===== config.mk =====
export PLATFORM = sky130hd
export DESIGN_NAME = swd_top
export DESIGN_NICKNAME = d
export VERILOG_FILES = /design/src/shared/swd_pkg.sv /design/src/logic/swd_timer.sv /design/src/logic/swd_lfsr.sv /design/src/logic/swd_top.sv
export VERILOG_INCLUDE_DIRS = /design/src /design/src/shared
export SDC_FILE = /design/constraint.sdc
export NUM_CORES = 1
export LEC_CHECK = 0
export BUFFER_PORTS_ARGS = -buffer_cell sky130_fd_sc_hd__buf_2
export CAP_MARGIN = 15
export CORE_MARGIN = 8
export CORE_UTILIZATION = 55
export CTS_CLUSTER_SIZE = 16
export DETAILED_ROUTE_END_ITERATION = 8
export HOLD_SLACK_MARGIN = 0.12
export PLACE_DENSITY = 0.74
export SLEW_MARGIN = 20
export SYNTH_ARGS = -nofsm -noshare
export SYNTH_HDL_FRONTEND = slang
export SYNTH_HIERARCHICAL = 1
export SYNTH_SLANG_ARGS = --single-unit

===== constraint.sdc =====
create_clock -name sys_clk -period 11.1 [get_ports sys_clk]
set_clock_uncertainty 0.15 [all_clocks]
set_input_delay 2.775 -clock sys_clk [delete_from_list [all_inputs] [get_ports sys_clk]]
set_output_delay 2.775 -clock sys_clk [all_outputs]
set_load 0.01 [all_outputs]

===== src/shared/swd_defs.svh =====
// Offsets, field positions, reset values and timing of the watchdog block
`ifndef SWD_DEFS_SVH
`define SWD_DEFS_SVH
`define SWD_OFS_PERIOD 8'h14
`define SWD_OFS_KICK 8'h15
`define SWD_OFS_QACFG 8'h2D
`define SWD_OFS_REPLY 8'h2E
`define SWD_OFS_CHAL 8'h2F
`define SWD_PER_MSB 7
`define SWD_PER_LSB 5
`define SWD_TALLY_MSB 4
`define SWD_TALLY_LSB 1
`define SWD_FLAG_BIT 6
`define SWD_TALLY_RST 4'h1
`define SWD_TALLY_MAX 4'hF
`define SWD_SEED_RST 4'h5
`define SWD_KICK_BYTE 8'hFF
`define SWD_CHAL_FIRST 4'hC
`define SWD_RTALLY_FULL 2'h3
`define SWD_TAPS_0 4'hC
`define SWD_TAPS_1 4'h9
`define SWD_TAPS_2 4'hC
`define SWD_TAPS_3 4'h9
`define SWD_TICK_US 1000
`define SWD_CLK_MHZ 20
`define SWD_TICK_CYC (`SWD_TICK_US * `SWD_CLK_MHZ)
`endif


===== src/shared/swd_pkg.sv =====
// Types shared by the watchdog block
package swd_pkg;
    typedef enum logic [1:0] {
        SWD_AUTO = 2'h0,
        SWD_TIMEOUT = 2'h1,
        SWD_WINDOW = 2'h2,
        SWD_QA = 2'h3
    } swd_style_type;
    typedef enum logic [1:0] {
        SWD_IDLE = 2'h0,
        SWD_CLOSED = 2'h1,
        SWD_OPEN = 2'h3
    } swd_state_type;
endpackage : swd_pkg


===== src/logic/swd_timer.sv =====
// Period timer: tick prescaler, half-period and expiry pulses
`timescale 1ns/1ps
`include "swd_defs.svh"
module swd_timer #(
    parameter int TICK_CYCLES = `SWD_TICK_CYC
) (
    // Clock and reset
    input wire logic sys_clk,
    input wire logic rst,
    // Control
    input wire logic run,
    input wire logic restart,
    input wire logic [5:0] period_ticks,
    // Events
    output logic half_ff,
    output logic expire_ff
);
    // Refuse a divider too short to count
    if (TICK_CYCLES < 2) begin : g_tick_chk
        $error("TICK_CYCLES too small");
    end
    logic [31:0] sub_ff, nxt_sub;
    logic [5:0] tick_ff, nxt_tick;
    logic nxt_half, nxt_expire;
    logic tick_done;

    // Next count: sub-tick divider then whole ticks
    always_comb begin
        tick_done = (sub_ff == 32'(TICK_CYCLES - 1));
        nxt_sub = tick_done ? 32'h0000_0000 : sub_ff + 32'h0000_0001;
        nxt_tick = tick_done ? tick_ff + 6'h01 : tick_ff;
        nxt_half = tick_done && (nxt_tick == {1'b0, period_ticks[5:1]});
        nxt_expire = tick_done && (nxt_tick == period_ticks);
        if (nxt_expire) begin
            nxt_tick = 6'h00;
        end
        if (!run || restart) begin
            nxt_sub = 32'h0000_0000;
            nxt_tick = 6'h00;
            nxt_half = 1'b0;
            nxt_expire = 1'b0;
        end
    end

    // Register the counter
    always_ff @(posedge sys_clk) begin
        if (rst) begin
            sub_ff <= 32'h0000_0000;
            tick_ff <= 6'h00;
            half_ff <= 1'b0;
            expire_ff <= 1'b0;
        end else begin
            sub_ff <= nxt_sub;
            tick_ff <= nxt_tick;
            half_ff <= nxt_half;
            expire_ff <= nxt_expire;
        end
    end
endmodule : swd_timer


===== src/logic/swd_lfsr.sv =====
// Question generator: 4-bit shift register with selectable taps
`timescale 1ns/1ps
`include "swd_defs.svh"
module swd_lfsr (
    // Clock and reset
    input wire logic sys_clk,
    input wire logic rst,
    // Control
    input wire logic load,
    input wire logic step,
    input wire logic [3:0] seed,
    input wire logic [1:0] polynomial_select,
    // State
    output logic [3:0] value_ff
);
    logic [3:0] nxt_value;
    logic [3:0] taps;
    logic fb;

    // Seed while load is high, else shift on step
    always_comb begin
        unique case (polynomial_select)
            2'h0: taps = `SWD_TAPS_0;
            2'h1: taps = `SWD_TAPS_1;
            2'h2: taps = `SWD_TAPS_2;
            2'h3: taps = `SWD_TAPS_3;
        endcase
        fb = ^(value_ff & taps) | (value_ff == 4'h0);
        nxt_value = value_ff;
        if (load) begin
            nxt_value = seed;
        end else if (step) begin
            nxt_value = {value_ff[2:0], fb};
        end
    end

    // Register the generator
    always_ff @(posedge sys_clk) begin
        if (rst) begin
            value_ff <= `SWD_SEED_RST;
        end else begin
            value_ff <= nxt_value;
        end
    end
endmodule : swd_lfsr


===== src/logic/swd_top.sv =====
// Watchdog supervisor with period, kick and question-and-answer registers
`timescale 1ns/1ps
`include "swd_defs.svh"
module swd_top #(
    parameter int TICK_CYCLES = `SWD_TICK_CYC
) (
    // Clock and reset
    input wire logic sys_clk,
    input wire logic rst,
    // Register access from the serial port
    input wire logic [7:0] reg_addr,
    input wire logic [7:0] reg_wdata,
    input wire logic reg_wr,
    input wire logic reg_rd,
    output logic [7:0] reg_rdata,
    // Settings held in the companion configuration register
    input wire swd_pkg::swd_style_type supervision_style,
    input wire logic [1:0] period_scaler,
    input wire logic [1:0] fault_threshold_select,
    input wire logic supervisor_on,
    // Events
    output logic supervisor_event_flag,
    output logic watchdog_fire
);
    import swd_pkg::*;

    // Refuse a divider too short to count
    if (TICK_CYCLES < 2) begin : g_tick_chk
        $error("TICK_CYCLES too small");
    end

    // Register state
    logic [2:0] period_select_ff, nxt_period_select;
    logic [3:0] fault_tally_ff, nxt_fault_tally;
    logic [1:0] reply_gen_ff, nxt_reply_gen;
    logic [1:0] poly_sel_ff, nxt_poly_sel;
    logic [3:0] seed_rd_ff, nxt_seed_rd;
    logic [3:0] seed_eff_ff, nxt_seed_eff;
    logic [7:0] reply_byte_ff, nxt_reply_byte;
    logic reply_fault_flag_ff, nxt_reply_fault_flag;
    logic [1:0] reply_tally_ff, nxt_reply_tally;
    logic first_q_ff, nxt_first_q;
    swd_state_type state_ff, nxt_state;
    logic [7:0] nxt_rdata;
    logic nxt_event, nxt_fire;

    // Decoded accesses and internal events
    logic wr_period, wr_kick, wr_qacfg, wr_reply, wr_chal;
    logic kick, answer, answer_ok, err_evt, restart, advance;
    logic half, expire;
    logic [3:0] lfsr_value, challenge_value;
    logic [7:0] expected;
    logic [5:0] period_ticks;
    logic [3:0] thr;

    // Address decode of writes
    always_comb begin
        wr_period = reg_wr && (reg_addr == `SWD_OFS_PERIOD);
        wr_kick = reg_wr && (reg_addr == `SWD_OFS_KICK);
        wr_qacfg = reg_wr && (reg_addr == `SWD_OFS_QACFG);
        wr_reply = reg_wr && (reg_addr == `SWD_OFS_REPLY);
        wr_chal = reg_wr && (reg_addr == `SWD_OFS_CHAL);
    end

    // Period length in ticks: (period + 1) * (scaler + 1)
    always_comb begin
        period_ticks = 6'({3'h0, period_select_ff} + 6'h01)
            * 6'({4'h0, period_scaler} + 6'h01);
    end

    // Expected reply from question, reply tally and generation setting
    always_comb begin
        challenge_value = first_q_ff ? `SWD_CHAL_FIRST : lfsr_value;
        expected = {challenge_value ^ {reply_tally_ff, reply_tally_ff},
            ~challenge_value} ^ {reply_gen_ff, 6'h00};
    end

    // Service detection and error classification
    always_comb begin
        kick = wr_kick && (reg_wdata == `SWD_KICK_BYTE) && supervisor_on
            && (supervision_style != SWD_QA);
        answer = wr_reply && supervisor_on && (state_ff != SWD_IDLE)
            && (supervision_style == SWD_QA);
        answer_ok = answer && (reg_wdata == expected);
        advance = answer_ok && (reply_tally_ff == 2'h0);
        err_evt = 1'b0;
        if (state_ff != SWD_IDLE && supervision_style != SWD_AUTO) begin
            err_evt = expire
                || (kick && state_ff == SWD_CLOSED)
                || (answer && !answer_ok);
        end
        restart = kick || advance || expire;
    end

    // Supervision state: idle, closed half, open half
    always_comb begin
        nxt_state = state_ff;
        unique case (state_ff)
            SWD_IDLE: begin
                if (supervisor_on) begin
                    nxt_state = (supervision_style == SWD_WINDOW)
                        ? SWD_CLOSED : SWD_OPEN;
                end
            end
            SWD_CLOSED: begin
                if (half) begin
                    nxt_state = SWD_OPEN;
                end
            end
            SWD_OPEN: begin
                if (restart && supervision_style == SWD_WINDOW) begin
                    nxt_state = SWD_CLOSED;
                end
            end
            default: nxt_state = SWD_IDLE;
        endcase
        if (!supervisor_on) begin
            nxt_state = SWD_IDLE;
        end
    end

    // Threshold for the fire output
    always_comb begin
        unique case (fault_threshold_select)
            2'h0: thr = 4'h0;
            2'h1: thr = 4'h5;
            2'h2: thr = 4'h9;
            2'h3: thr = 4'hF;
        endcase
    end

    // Next values of the register fields, hidden seed and event outputs
    always_comb begin
        nxt_period_select = period_select_ff;
        nxt_fault_tally = fault_tally_ff;
        nxt_reply_gen = reply_gen_ff;
        nxt_poly_sel = poly_sel_ff;
        nxt_seed_rd = seed_rd_ff;
        nxt_seed_eff = seed_eff_ff;
        nxt_reply_byte = reply_byte_ff;
        nxt_reply_fault_flag = reply_fault_flag_ff;
        nxt_reply_tally = reply_tally_ff;
        nxt_first_q = first_q_ff;
        if (wr_period) begin
            nxt_period_select = reg_wdata[`SWD_PER_MSB:`SWD_PER_LSB];
        end
        if (wr_qacfg) begin
            nxt_reply_gen = reg_wdata[7:6];
            nxt_poly_sel = reg_wdata[5:4];
            nxt_seed_rd = reg_wdata[3:0];
            nxt_seed_eff = reg_wdata[3:0];
        end
        if (wr_reply) begin
            nxt_reply_byte = reg_wdata;
        end
        // Clear by writing one; a new wrong answer wins
        if (wr_chal && reg_wdata[`SWD_FLAG_BIT]) begin
            nxt_reply_fault_flag = 1'b0;
        end
        if (answer && !answer_ok) begin
            nxt_reply_fault_flag = 1'b1;
        end
        if (err_evt && fault_tally_ff != `SWD_TALLY_MAX) begin
            nxt_fault_tally = fault_tally_ff + 4'h1;
        end
        if (state_ff == SWD_IDLE) begin
            nxt_reply_tally = supervisor_on ? `SWD_RTALLY_FULL : 2'h0;
            nxt_first_q = supervisor_on;
        end else if (advance) begin
            nxt_reply_tally = `SWD_RTALLY_FULL;
            nxt_first_q = 1'b0;
        end else if (answer_ok) begin
            nxt_reply_tally = reply_tally_ff - 2'h1;
        end
        nxt_event = err_evt;
        nxt_fire = err_evt && (nxt_fault_tally >= thr);
    end

    // Read data, registered; unmapped and reserved bits read zero
    always_comb begin
        nxt_rdata = 8'h00;
        if (reg_rd) begin
            unique case (reg_addr)
                `SWD_OFS_PERIOD: nxt_rdata = {period_select_ff,
                    fault_tally_ff, 1'b0};
                `SWD_OFS_QACFG: nxt_rdata = {reply_gen_ff, poly_sel_ff,
                    seed_rd_ff};
                `SWD_OFS_REPLY: nxt_rdata = reply_byte_ff;
                `SWD_OFS_CHAL: nxt_rdata = {1'b0, reply_fault_flag_ff,
                    reply_tally_ff, (state_ff == SWD_IDLE) ? 4'h0
                    : challenge_value};
                default: nxt_rdata = 8'h00;
            endcase
        end
    end

    // Register everything
    always_ff @(posedge sys_clk) begin
        if (rst) begin
            period_select_ff <= 3'h0;
            fault_tally_ff <= `SWD_TALLY_RST;
            reply_gen_ff <= 2'h0;
            poly_sel_ff <= 2'h0;
            seed_rd_ff <= 4'h0;
            seed_eff_ff <= `SWD_SEED_RST;
            reply_byte_ff <= 8'h00;
            reply_fault_flag_ff <= 1'b0;
            reply_tally_ff <= 2'h0;
            first_q_ff <= 1'b0;
            state_ff <= SWD_IDLE;
            reg_rdata <= 8'h00;
            supervisor_event_flag <= 1'b0;
            watchdog_fire <= 1'b0;
        end else begin
            period_select_ff <= nxt_period_select;
            fault_tally_ff <= nxt_fault_tally;
            reply_gen_ff <= nxt_reply_gen;
            poly_sel_ff <= nxt_poly_sel;
            seed_rd_ff <= nxt_seed_rd;
            seed_eff_ff <= nxt_seed_eff;
            reply_byte_ff <= nxt_reply_byte;
            reply_fault_flag_ff <= nxt_reply_fault_flag;
            reply_tally_ff <= nxt_reply_tally;
            first_q_ff <= nxt_first_q;
            state_ff <= nxt_state;
            reg_rdata <= nxt_rdata;
            supervisor_event_flag <= nxt_event;
            watchdog_fire <= nxt_fire;
        end
    end

    // Period timer
    swd_timer #(
        .TICK_CYCLES(TICK_CYCLES)
    ) u_timer (
        .sys_clk(sys_clk),
        .rst(rst),
        .run(state_ff != SWD_IDLE),
        .restart(restart),
        .period_ticks(period_ticks),
        .half_ff(half),
        .expire_ff(expire)
    );

    // Question generator, seeded while idle
    swd_lfsr u_lfsr (
        .sys_clk(sys_clk),
        .rst(rst),
        .load(state_ff == SWD_IDLE),
        .step(advance),
        .seed(seed_eff_ff),
        .polynomial_select(poly_sel_ff),
        .value_ff(lfsr_value)
    );
endmodule : swd_top


==> impl_metrics.csv <==
group,metric,value,unit
run_status,outcome,"complete, no violations",
global_routing,grt_start_max_net_pins,35,
final_layout,layout_common_cells,"85 x dfxtp_1, 60 x nand2_1, 48 x nor2_1, 41 x a21oi_1, 38 x nand3_1",
worst_setup_path,worst_path_buffer_plus_inverter_count,3,
floorplanning,rows,34,
floorplanning,fp.coreArea,0.00868,mm²
synth,syn-cell-area,0.00490,mm²
cts,number_of_buffers_inserted_by_post_cts_setup_repair,0,
cts,ctsHtreeMaxLevel,3,
routing,detailed_route_drc_error_count,0,
routing,drt_wl_total,11.3,mm
cts,cts.hold.buffers_added,0,
global_routing,grt_first_pass_wirelength,19.0,mm
global_routing,gr-usage-met2,0.320,
sta,total_negative_slack,0,ns
place,replace_congestion,0.839,
synth,asyncSetResetFlopFracSynth,0,
floorplanning,die_w,110,µm
routing,detailroute.via_count,4184,
synth,dominantRegCellSynth,"dfxtp_1",
worst_setup_path,timing.critical_path.cells,"buf_2 > ha_1 > nand2_1 > fa_1 > inv_1 > ha_1 > inv_1 > fa_1 > xnor2_1 > xor2_1 > or4b_2 > nand3_1 > and2_1 > a211oi_1",
routing,drt-wirelength-per-cell,16.0,µm
place,dp_worst_setup_slack,4.78,ns
worst_setup_path,path_delay_family,"adder cells",
synth,syn-num-nets,615,
sta,timing.final.ws_setup,5.16,ns
worst_setup_path,worst_path_largest_cell_delay,0.63,ns
cts,ctsRootBufferMaster,"clkbuf_8",
worst_setup_path,critical_path_class,"in2reg",
sta,clock.fmax,0.168,GHz
floorplanning,die-height,110,µm
worst_setup_path,critPathArrivalTime,6.00,ns
synth,post-synth-top-area-fraction,0.347,
sta,tightest_slew_margin_relative_to_the_limit,0.292,
place,hpwl_reported_at_the_end_of_detailed_placement,8.22,mm
global_routing,grt_pass1_vias,4088,
synth,post_synth_cell_types,73,
global_routing,groute.layer.met3.usage,0.0368,
synth,ys.warnings.count,6,
synth,seq_area_frac_synth,0.347,
cts,cts_resized,0,
floorplanning,start_util,0.565,
power,leakagePower,0.00189,µW
final_layout,area_delta_synth_final,7.94,%
cts,cts_made_buffers,9,
worst_setup_path,cp_slowest_cell,"or4b_2",
final_layout,num-fill-cells,794,
final_layout,antenna-diode-count,0,
floorplanning,io_pins,37,
sta,grt_setup_unrepaired,"no",
routing,route.antenna.remaining_nets,0,
worst_setup_path,worstPathMaxFanout,6,
worst_setup_path,setup.worst_path.end_class,"register",
final_layout,layout-drive-gt1-share,0.138,
cts,cts_sinks,85,
sta,setup-violations-final,0,
global_routing,grt_util_met1,0.210,
global_routing,grt_busiest_layer,"met2",
hold_path,worst_hold_path_type,"reg2reg",
routing,route.detailed.vias_per_inst,5.94,
cts,cts_tree,"yes",
place,port_buffers,36,
synth,synth_edf_count,0,
synth,ys_top_cells_by_area,"dfxtp_1 35%, xnor2_1 5.7%, nand2_1 4.6%, a21oi_1 4.2%, nand3_1 3.9%",
sta,share_of_the_clock_period_used_by_the_worst_path,0.536,
power,vdd_ir_drop_max,92.8,µV
floorplanning,design.die.area,0.0122,mm²
cts,worst_skew_pair.late_latency,0.35,ns
final_layout,layout.cells.most_common,"dfxtp_1",
global_routing,groute.usage.overall,0.181,
routing,firstDrtPassIters,6,
synth,synth.ff_latch_count,85,
sta,hold_viol,0,
power,power_per_cell_area,110,mW/mm²
routing,drtIter0Drc,206,
job,max_cap_violations,0,
cts,path_clk_slew,0.10,ns
synth,postSynthCellCount,570,
sta,timing_worst_slew_pin_value,1.05,ns
final_layout,net_count_reported_at_finish,636,
sta,finalWorstPathRequiredPeriod,5.94,ns
worst_setup_path,crit_required,11.16,ns
synth,postSynthAreaPerCell,8.60,µm²
final_layout,finalCoreUtilization,0.610,
global_routing,antenna_violations_before_repair,0,
worst_setup_path,start_kind,"primary input",
global_routing,overflow,0,
sta,slew_viol_final,0,
cts,max-clock-path-buffers,2,
synth,top_cell_type_by_total_area_after_synthesis,"dfxtp_1",
## routing by layer
layer / up-vias / share of wire
li1: 2079 / -
met3: 16 / 0.048
met2: 97 / 0.50
met5: - / 0
met1: 1992 / 0.43
met4: 0 / 0.019
## stage by stage
step,cells,hold WS (ns),instance area [µm²],power (µW)
after floorplan,570,0.279,4900,345
after global placement,688,0.293,5090,357
after detailed placement,688,0.296,5090,359
after CTS,704,0.312,5290,586
after global routing,704,0.338,5290,602
final,704,0.314,5290,581
## cell families (layout without fill, tap and decap cells)
logic type,count (synthesis),in the layout,synth area share
simple gates,249,249,0.270
compound gates,101,101,0.146
flops,85,85,0.347
xor+xnor,53,53,0.106
buf+inv,49,75,0.0462
fa+ha+maj,18,18,0.0505
mux,15,15,0.0339
## power by group
group          total [µW]  internal (µW)  switching [µW]
combinational        41.5           16.8            24.7
sequential            310            307            3.72
clock                 229            108             121
## cells in the mapped netlist, types with 12 or more instances
cell       n
nand4_1   12
nand2_1   60
o21ai_0   13
xnor2_1   32
a21oi_1   41
xor2_1    17
clkbuf_1  18
nor2_1    48
ha_1      15
nor3_1    12
nand3_1   38
inv_1     21
dfxtp_1   85
## path summary, 6_finish.rpt
kind,startpoint,endpoint,slack [ns],cells after the start
setup / recovery,period_scaler[0],u_timer/tick_ff[1],5.16,14
hold / removal,u_timer/sub_ff[0],u_timer/sub_ff[0],0.31,1
setup reg to reg,period_select_ff[0],u_timer/tick_ff[1],7.03,14
hold reg to reg,u_timer/sub_ff[0],u_timer/sub_ff[0],0.31,1
## state kept, by name, indices dropped and copies added, names as in the netlist, 2 cells and up
name              count
reg_rdata             8
poly_sel_ff           2
reply_byte_ff         8
u_timer/tick_ff       6
reply_tally_ff        2
u_lfsr/value_ff       4
state_ff              2
seed_eff_ff           2
fault_tally_ff        4
period_select_ff      3
seed_rd_ff            4
u_timer/sub_ff       32
reply_gen_ff          2
## layout make-up
class | instances | area, µm² | share of cell area
Clock buffer | 9 | 124 | 0.0234
Tap cell | 108 | 135 | 0.0255
Clock inverter | 7 | 82.6 | 0.0156
Sequential cell | 85 | 1700 | 0.322
Multi-Input combinational cell | 436 | 2980 | 0.563
Timing Repair Buffer | 37 | 188 | 0.0355
Inverter | 22 | 82.6 | 0.0156
Power figures use the tool's default switching activity.
